==> config.mk <==
export PLATFORM = sky130hd
export DESIGN_NAME = bsf_host
export DESIGN_NICKNAME = d
export VERILOG_FILES = /design/src/bsf_pkg.sv /design/src/bsf_host.sv
export SDC_FILE = /design/constraint.sdc
export NUM_CORES = 1
export LEC_CHECK = 0
export BUFFER_PORTS_ARGS = -buffer_cell sky130_fd_sc_hd__buf_2
export CAP_MARGIN = 20
export CORE_MARGIN = 2
export CORE_UTILIZATION = 55
export CTS_BUF_LIST = sky130_fd_sc_hd__clkbuf_4 sky130_fd_sc_hd__clkbuf_8
export DETAILED_ROUTE_END_ITERATION = 7
export PLACE_DENSITY = 0.78
export SYNTH_ARGS = -nofsm -noshare
export SYNTH_HDL_FRONTEND = slang
export SYNTH_SLANG_ARGS = --single-unit
export TNS_END_PERCENT = 1
==> constraint.sdc <==
create_clock -name clk -period 3.7 [get_ports clk]
set_clock_uncertainty 0.15 [all_clocks]
set_input_delay 0.37 -clock clk [delete_from_list [all_inputs] [get_ports clk]]
set_output_delay 0.37 -clock clk [all_outputs]
set_load 0.01 [all_outputs]
==> src/bsf_pkg.sv <==
// bsf_pkg: constants and carrier types for the boot-sector flash host controller
// assumes a 100 MHz clk and an asynchronous nor flash on plain pins
package bsf_pkg;
  localparam int BSF_ADDR_W = 18;
  localparam int BSF_DATA_W = 16;
  localparam int BSF_BYTES = 524288;
  localparam int BSF_WORDS = 262144;
  localparam int BSF_CLK_MHZ = 100;
  localparam int BSF_STROBE_NS = 70;
  localparam int BSF_STROBE_CYC = (BSF_STROBE_NS * BSF_CLK_MHZ + 999) / 1000;
  localparam logic [3:0] BSF_STROBE_CNT = 4'(BSF_STROBE_CYC);
  localparam logic [15:0] BSF_UNLOCK1_ADDR = 16'h0555;
  localparam logic [15:0] BSF_UNLOCK2_ADDR = 16'h02aa;
  localparam logic [15:0] BSF_UNLOCK1_DATA = 16'h00aa;
  localparam logic [15:0] BSF_UNLOCK2_DATA = 16'h0055;
  localparam logic [15:0] BSF_CMD_PROG = 16'h00a0;
  localparam logic [15:0] BSF_CMD_ERASE = 16'h0080;
  localparam logic [15:0] BSF_CMD_CHIP = 16'h0010;
  localparam logic [15:0] BSF_CMD_SECTOR = 16'h0030;
  localparam logic [15:0] BSF_CMD_BYPASS = 16'h0020;
  localparam logic [15:0] BSF_CMD_BYPASS_EXIT1 = 16'h0090;
  localparam logic [15:0] BSF_CMD_BYPASS_EXIT2 = 16'h0000;
  localparam logic [15:0] BSF_CMD_PAUSE = 16'h00b0;
  localparam logic [15:0] BSF_CMD_RESUME = 16'h0030;
  localparam logic [15:0] BSF_CMD_RESET = 16'h00f0;
  localparam int BSF_POLL_BIT = 7;
  localparam int BSF_TOGGLE_BIT = 6;
  localparam logic [3:0] BSF_OP_READ = 4'h0;
  localparam logic [3:0] BSF_OP_PROG = 4'h1;
  localparam logic [3:0] BSF_OP_CHIP_ERASE = 4'h2;
  localparam logic [3:0] BSF_OP_SECT_ERASE = 4'h3;
  localparam logic [3:0] BSF_OP_BYPASS_ENTER = 4'h4;
  localparam logic [3:0] BSF_OP_BYPASS_EXIT = 4'h5;
  localparam logic [3:0] BSF_OP_PAUSE = 4'h6;
  localparam logic [3:0] BSF_OP_RESUME = 4'h7;
  localparam logic [3:0] BSF_OP_RESET = 4'h8;
  localparam logic [3:0] BSF_OP_RAW = 4'h9;

  typedef struct packed {
    logic [3:0] op;
    logic [BSF_ADDR_W-1:0] addr;
    logic [BSF_DATA_W-1:0] data;
  } bsf_req_t;

  typedef struct packed {
    logic [BSF_ADDR_W-1:0] addr;
    logic [BSF_DATA_W-1:0] dout;
    logic [BSF_DATA_W-1:0] doe;
    logic chip_sel_n;
    logic write_strobe_n;
    logic out_strobe_n;
    logic restart_n;
    logic byte_mode_n;
  } bsf_pins_t;

  typedef struct packed {
    logic busy;
    logic done;
    logic timed_out;
    logic [BSF_DATA_W-1:0] rdata;
  } bsf_rsp_t;
endpackage : bsf_pkg

==> src/bsf_host.sv <==
// bsf_host: host-side controller that runs flash command sequences on device pins
// assumes flash pins are asynchronous to clk; data inputs and ready_busy_n are synchronised here
`timescale 1ns/1ns
// How it works
// - commands are plain bus write cycles
// - bypass mode programs in two writes
// - completion via ready_busy_n, then a steady toggle bit
// - erase pause and resume commands offered
// - host idles chip select for standby
// - output strobe only during reads, no contention
module bsf_host import bsf_pkg::*; #(
  parameter int TIMEOUT_CYC = 100000000
) (
  input wire logic clk,
  input wire logic resetn,
  input wire bsf_req_t req,
  input wire logic req_valid,
  output logic req_ready,
  input wire logic word_mode,
  input wire logic abort,
  output bsf_rsp_t rsp,
  output bsf_pins_t pins,
  input wire logic [BSF_DATA_W-1:0] data_lines_in,
  input wire logic ready_busy_n
);
  typedef enum {S_IDLE, S_SETUP, S_STROBE, S_GAP, S_READ, S_RSAMP, S_WAIT, S_POLL, S_POLL2, S_DONE} bsf_state_t;

  bsf_state_t state_r, state_nxt;
  bsf_req_t cur_r, cur_nxt;
  logic [2:0] step_r, step_nxt;
  logic [2:0] nstep_r, nstep_nxt;
  logic [3:0] cnt_r, cnt_nxt;
  logic [31:0] tmo_r, tmo_nxt;
  logic bypass_r, bypass_nxt;
  logic wait_r, wait_nxt;
  logic [BSF_DATA_W-1:0] tog_r, tog_nxt;
  bsf_pins_t pins_r, pins_nxt;
  bsf_rsp_t rsp_r, rsp_nxt;
  logic [BSF_DATA_W-1:0] din_s1_r, din_s2_r;
  logic rb_s1_r, rb_s2_r;

  // one write cycle of a command sequence: address and data of step k
  function automatic logic [BSF_ADDR_W+BSF_DATA_W-1:0] seq_word(input bsf_req_t r, input logic [2:0] k,
                                                                 input logic byp);
    logic [BSF_ADDR_W-1:0] a;
    logic [BSF_DATA_W-1:0] d;
    a = BSF_ADDR_W'(BSF_UNLOCK1_ADDR);
    d = BSF_UNLOCK1_DATA;
    if (k == 3'h1 || k == 3'h4) begin
      a = BSF_ADDR_W'(BSF_UNLOCK2_ADDR);
      d = BSF_UNLOCK2_DATA;
    end
    unique case (r.op)
      BSF_OP_PROG: begin
        if (byp) begin
          d = (k == 3'h0) ? BSF_CMD_PROG : r.data;
          if (k == 3'h1) a = r.addr;
        end else if (k == 3'h2) d = BSF_CMD_PROG;
        else if (k == 3'h3) begin
          a = r.addr;
          d = r.data;
        end
      end
      BSF_OP_CHIP_ERASE, BSF_OP_SECT_ERASE: begin
        if (k == 3'h2) d = BSF_CMD_ERASE;
        else if (k == 3'h3) d = BSF_UNLOCK1_DATA;
        else if (k == 3'h5) begin
          d = (r.op == BSF_OP_CHIP_ERASE) ? BSF_CMD_CHIP : BSF_CMD_SECTOR;
          if (r.op == BSF_OP_SECT_ERASE) a = r.addr;
        end
      end
      BSF_OP_BYPASS_ENTER: if (k == 3'h2) d = BSF_CMD_BYPASS;
      BSF_OP_BYPASS_EXIT: d = (k == 3'h0) ? BSF_CMD_BYPASS_EXIT1 : BSF_CMD_BYPASS_EXIT2;
      BSF_OP_PAUSE: d = BSF_CMD_PAUSE;
      BSF_OP_RESUME: d = BSF_CMD_RESUME;
      BSF_OP_RESET: d = BSF_CMD_RESET;
      BSF_OP_RAW: begin
        a = r.addr;
        d = r.data;
      end
      default: begin
        a = r.addr;
        d = r.data;
      end
    endcase
    if (!word_mode) d[15:8] = 8'h00;
    return {a, d};
  endfunction : seq_word

  function automatic logic [2:0] seq_len(input logic [3:0] op, input logic byp);
    logic [2:0] n;
    n = 3'h1;
    unique case (op)
      BSF_OP_PROG: n = byp ? 3'h2 : 3'h4;
      BSF_OP_CHIP_ERASE, BSF_OP_SECT_ERASE: n = 3'h6;
      BSF_OP_BYPASS_ENTER: n = 3'h3;
      BSF_OP_BYPASS_EXIT: n = 3'h2;
      default: n = 3'h1;
    endcase
    return n;
  endfunction : seq_len

  always_comb begin
    logic [BSF_ADDR_W+BSF_DATA_W-1:0] w;
    w = seq_word(cur_r, step_r, bypass_r);
    state_nxt = state_r;
    cur_nxt = cur_r;
    step_nxt = step_r;
    nstep_nxt = nstep_r;
    cnt_nxt = cnt_r;
    tmo_nxt = tmo_r;
    bypass_nxt = bypass_r;
    wait_nxt = wait_r;
    tog_nxt = tog_r;
    pins_nxt = pins_r;
    rsp_nxt = rsp_r;
    rsp_nxt.done = 1'b0;
    pins_nxt.restart_n = ~abort;
    pins_nxt.byte_mode_n = word_mode;
    unique case (state_r)
      S_IDLE: begin
        pins_nxt.chip_sel_n = 1'b1;
        pins_nxt.write_strobe_n = 1'b1;
        pins_nxt.out_strobe_n = 1'b1;
        pins_nxt.doe = '0;
        if (req_valid) begin
          cur_nxt = req;
          step_nxt = 3'h0;
          nstep_nxt = seq_len(req.op, bypass_r);
          cnt_nxt = BSF_STROBE_CNT;
          rsp_nxt.busy = 1'b1;
          rsp_nxt.timed_out = 1'b0;
          wait_nxt = (req.op == BSF_OP_PROG) || (req.op == BSF_OP_CHIP_ERASE) || (req.op == BSF_OP_SECT_ERASE)
                     || (req.op == BSF_OP_RESUME);
          if (req.op == BSF_OP_READ) begin
            pins_nxt.addr = req.addr;
            pins_nxt.chip_sel_n = 1'b0;
            pins_nxt.out_strobe_n = 1'b0;
            state_nxt = S_READ;
          end else state_nxt = S_SETUP;
        end
      end
      S_SETUP: begin
        pins_nxt.addr = w[BSF_ADDR_W+BSF_DATA_W-1:BSF_DATA_W];
        pins_nxt.dout = w[BSF_DATA_W-1:0];
        pins_nxt.doe = word_mode ? 16'hffff : 16'h00ff;
        pins_nxt.chip_sel_n = 1'b0;
        pins_nxt.write_strobe_n = 1'b0;
        state_nxt = S_STROBE;
      end
      S_STROBE: begin
        cnt_nxt = cnt_r - 4'h1;
        if (cnt_r == 4'h1) begin
          pins_nxt.write_strobe_n = 1'b1;
          state_nxt = S_GAP;
        end
      end
      S_GAP: begin
        pins_nxt.chip_sel_n = 1'b1;
        pins_nxt.doe = '0;
        cnt_nxt = BSF_STROBE_CNT;
        step_nxt = step_r + 3'h1;
        if (step_r + 3'h1 != nstep_r) state_nxt = S_SETUP;
        else begin
          if (cur_r.op == BSF_OP_BYPASS_ENTER) bypass_nxt = 1'b1;
          if (cur_r.op == BSF_OP_BYPASS_EXIT || cur_r.op == BSF_OP_RESET) bypass_nxt = 1'b0;
          tmo_nxt = '0;
          state_nxt = wait_r ? S_WAIT : S_DONE;
        end
      end
      S_READ: begin
        cnt_nxt = cnt_r - 4'h1;
        if (cnt_r == 4'h1) state_nxt = S_RSAMP;
      end
      S_RSAMP: begin
        // two cycles of synchroniser latency are covered by the strobe count being long
        rsp_nxt.rdata = word_mode ? din_s2_r : {8'h00, din_s2_r[7:0]};
        pins_nxt.out_strobe_n = 1'b1;
        pins_nxt.chip_sel_n = 1'b1;
        state_nxt = S_DONE;
      end
      S_WAIT: begin
        tmo_nxt = tmo_r + 32'h1;
        if (tmo_r >= 32'(TIMEOUT_CYC)) begin
          rsp_nxt.timed_out = 1'b1;
          state_nxt = S_DONE;
        end else if (tmo_r > 32'h4 && rb_s2_r) begin
          pins_nxt.addr = cur_r.addr;
          pins_nxt.chip_sel_n = 1'b0;
          pins_nxt.out_strobe_n = 1'b0;
          cnt_nxt = BSF_STROBE_CNT;
          state_nxt = S_POLL;
        end
      end
      S_POLL: begin
        cnt_nxt = cnt_r - 4'h1;
        if (cnt_r == 4'h1) begin
          tog_nxt = din_s2_r;
          pins_nxt.out_strobe_n = 1'b1;
          cnt_nxt = BSF_STROBE_CNT;
          state_nxt = S_POLL2;
        end
      end
      S_POLL2: begin
        cnt_nxt = cnt_r - 4'h1;
        if (cnt_r == BSF_STROBE_CNT) pins_nxt.out_strobe_n = 1'b0;
        else if (cnt_r == 4'h1) begin
          pins_nxt.out_strobe_n = 1'b1;
          pins_nxt.chip_sel_n = 1'b1;
          // toggle bit steady means the device is back in array read
          if (din_s2_r[BSF_TOGGLE_BIT] == tog_r[BSF_TOGGLE_BIT]) state_nxt = S_DONE;
          else state_nxt = S_WAIT;
        end
      end
      S_DONE: begin
        rsp_nxt.busy = 1'b0;
        rsp_nxt.done = 1'b1;
        state_nxt = S_IDLE;
      end
    endcase
    if (abort) begin
      state_nxt = S_IDLE;
      bypass_nxt = 1'b0;
      rsp_nxt.busy = 1'b0;
      pins_nxt.chip_sel_n = 1'b1;
      pins_nxt.write_strobe_n = 1'b1;
      pins_nxt.out_strobe_n = 1'b1;
      pins_nxt.doe = '0;
    end
  end

  always_ff @(posedge clk) begin
    din_s1_r <= data_lines_in;
    din_s2_r <= din_s1_r;
    rb_s1_r <= ready_busy_n;
    rb_s2_r <= rb_s1_r;
    if (!resetn) begin
      state_r <= S_IDLE;
      cur_r <= '0;
      step_r <= 3'h0;
      nstep_r <= 3'h1;
      cnt_r <= 4'h0;
      tmo_r <= '0;
      bypass_r <= 1'b0;
      wait_r <= 1'b0;
      tog_r <= '0;
      pins_r <= '{addr: '0, dout: '0, doe: '0, chip_sel_n: 1'b1, write_strobe_n: 1'b1,
                  out_strobe_n: 1'b1, restart_n: 1'b0, byte_mode_n: 1'b1};
      rsp_r <= '0;
    end else begin
      state_r <= state_nxt;
      cur_r <= cur_nxt;
      step_r <= step_nxt;
      nstep_r <= nstep_nxt;
      cnt_r <= cnt_nxt;
      tmo_r <= tmo_nxt;
      bypass_r <= bypass_nxt;
      wait_r <= wait_nxt;
      tog_r <= tog_nxt;
      pins_r <= pins_nxt;
      rsp_r <= rsp_nxt;
    end
  end

  assign req_ready = (state_r == S_IDLE) && !abort;
  assign pins = pins_r;
  assign rsp = rsp_r;
endmodule : bsf_host

==> flow_summary.json <==
{
  "crit_path_end_kind": "flip-flop",
  "drive_gt1_frac": 0.1736,
  "p_clk_frac": 0.333,
  "yosysTopAreaCell": "dfxtp_1",
  "grt_pass1_vias": 7476,
  "synth_cell_types": 73,
  "leakage_nw": 3.889,
  "p_sw_mw": 1.272,
  "die_w_um": 128.1,
  "syn2layout_area_growth_pct": 18.22,
  "fin_nets": 1255,
  "drc": 0,
  "max_stage_delay_ns": 0.77,
  "fmax_mhz": 343.7,
  "clk_pin_slew_ns": 0.11,
  "wire_per_inst_um": 16.68,
  "clock_latency_ns": 0.49,
  "syn_area_um2": 8469,
  "fin_crit_sh": 0.7864,
  "ys_top_cells_by_area": "dfxtp_1 43%, a21oi_1 7.4%, nand2_1 7.3%, o21ai_0 3.0%, nor2_1 3.0%",
  "grt_pass1_wl_um": 37160,
  "cts_buffer_depth": 2,
  "vias": 8327,
  "dp.final_hpwl_um": 15300,
  "seq_area_frac_synth": 0.4278,
  "layout_min_cycle_time_ns": 2.910,
  "crit_required_ns": 3.97,
  "fin_tns_setup_ns": 0,
  "synthFlopType": "dfxtp_1",
  "swShare": 0.3121,
  "die_area_um2": 16410,
  "dr.pass1.iters": 5,
  "synth_top_area_share": 0.4278,
  "syn-num-nets": 1121,
  "core_um2": 15150,
  "grt_setup_unrepaired": "no",
  "seq_area_um2": 3623,
  "drv_slew": 0,
  "crit_type": "flip-flop to flip-flop",
  "cts_tree": "yes",
  "grt_max_degree": 60,
  "rr_startpoint": "state_r[1]$_SDFFE_PP0P_",
  "htree_levels": 4,
  "cts_setup_buffers": 0,
  "p_per_area_nw_per_um2": 407.1,
  "ys_ff_latch": 181,
  "synthCells": 1051,
  "io_pins": 135,
  "hold_viol": 0,
  "port_buffers": 134,
  "gp_congestion": 0.9639,
  "tightestPinTransition_ns": 0.9833,
  "ant_nets": 0,
  "p_int_mw": 2.804,
  "slew_headroom": 0.3421,
  "path_cells": "and4bb_2, nand4_1, nor4b_1, nand3_1, mux2_2, nor2_1",
  "cap_violations": 0,
  "cts_buffers": 17,
  "cp-start-kind": "flip-flop",
  "finalSetupViolCount": 0,
  "syn_avg_cell_area_um2": 8.058,
  "grt_overflow": 0,
  "viasPerCell": 6.008,
  "synth_edf_count": 0,
  "post-route-util": 0.6610,
  "cts_sinks": 181,
  "grt_use_total": 0.2789,
  "critPathSlowestCell": "dfxtp_1",
  "ys_warn_count": 0,
  "hold_slack_ns": 0.02662,
  "multiInputGateArea_um2": 4330,
  "final_cell_mix": "181 x dfxtp_1, 164 x nand2_1, 134 x buf_2, 125 x a21oi_1, 68 x nor2_1",
  "fp.dieH_um": 128.1,
  "drt_wl_total_um": 23110,
  "final_area_um2": 10010,
  "cp-startpoint": "state_r[1]$_SDFFE_PP0P_",
  "synthArstFlopShare": 0,
  "min_from": "req[23]",
  "arrival_ns": 3.18,
  "drt_iter0_markers": 940,
  "row_count": 45,
  "dpl_cell_area_um2": 9109,
  "seqPwrFrac": 0.520,
  "ctsHoldBuffers": 49,
  "fillers": 1262,
  "final_common_cell": "dfxtp_1",
  "start_util": 0.5592,
  "antenna_found_initial": 0,
  "status": "finished clean",
  "cts_resized": 0,
  "critPathMaxFanout": 20,
  "p_comb_frac": 0.147,
  "n_antenna_cell": 0,
  "peakVddDrop_mv": 0.3410,
  "hp-class": "input pin to flip-flop",
  "cts_root_buffer": "clkbuf_8"
}
[cell usage after synthesis, types with 10 or more instances]
cell type / count
ha_1: 10
o21a_1: 13
nand3_1: 41
a21oi_1: 125
a211oi_1: 19
a311oi_1: 14
o21ai_0: 51
mux2i_1: 12
o31ai_1: 12
nand2b_1: 11
inv_1: 25
and2_1: 13
nor2_1: 68
nand2_1: 164
a31oi_1: 12
a22oi_1: 25
nor3_1: 20
dfxtp_1: 181
clkbuf_1: 60
buf_4: 14
[stage by stage]
stage	instances	power (mW)	setup slack (ns)
floorplan	1051	2.517	1.181
global route	1386	4.245	0.5620
CTS	1386	4.077	0.8567
detailed placement	1305	2.709	0.8739
global placement	1305	2.700	0.9181
finish	1386	4.076	0.7904
[critical path, delay by kind of cell, from the launching register on]
family,cells,cell delay (ns)
simple gates,5,1.63
mux,1,0.29
flops,1,0.77
[flip-flops by register name, summed over array words and instances (netlist names)]
name / cells
cur_r: 38
bypass_r: 1
rb_s1_r: 1
step_r: 3
rsp: 19
rb_s2_r: 1
tog_r: 1
din_s1_r: 16
tmo_r: 32
cnt_r: 4
wait_r: 1
pins: 41
nstep_r: 3
din_s2_r: 16
state_r: 4
[final cells by class]
class / instances / share of cell area
inverters: 28 / 0.01062
clock inverters: 15 / 0.01787
repair buffers: 202 / 0.1302
well taps: 188 / 0.02349
clock buffers: 17 / 0.02337
multi-input cells: 755 / 0.4325
flip-flops and latches: 181 / 0.3619
[per-layer routing]
metal / global-route usage / share of wire
met5: 0 / 0
met1: 0.3875 / 0.45
met2: 0.4473 / 0.47
met3: 0.05217 / 0.062
met4: 0.07628 / 0.016
[power by group through the flow]
stage	clock (mW)	combinational, mW	sequential [mW]
floorplan	0	0.370	2.15
global placement	0	0.538	2.16
detailed placement	0	0.547	2.16
CTS	1.37	0.589	2.12
global route	1.45	0.660	2.13
finish	1.36	0.598	2.12
[kinds of logic after synthesis]
family | share of synthesized area
AOI/OAI and AO/OA | 0.2519
xor gates and xnor gates | 0.01034
adders and majority gates | 0.01477
buffers and inverters | 0.06146
DFF | 0.4278
muxes | 0.01684
and+or+nand+nor | 0.2169
[path summary, 6_finish.rpt]
path	end	slack (ns)	depth (start not counted)
worst min-delay path	cur_r[23]$_SDFFE_PN0P_	0.03	3
worst max register to register	tmo_r[29]$_SDFFE_PN0P_	0.79	6
worst min register to register	din_s2_r[12]$_DFF_P_	0.19	0
worst max-delay path	tmo_r[29]$_SDFFE_PN0P_	0.79	6
Power figures use the tool's default switching activity.
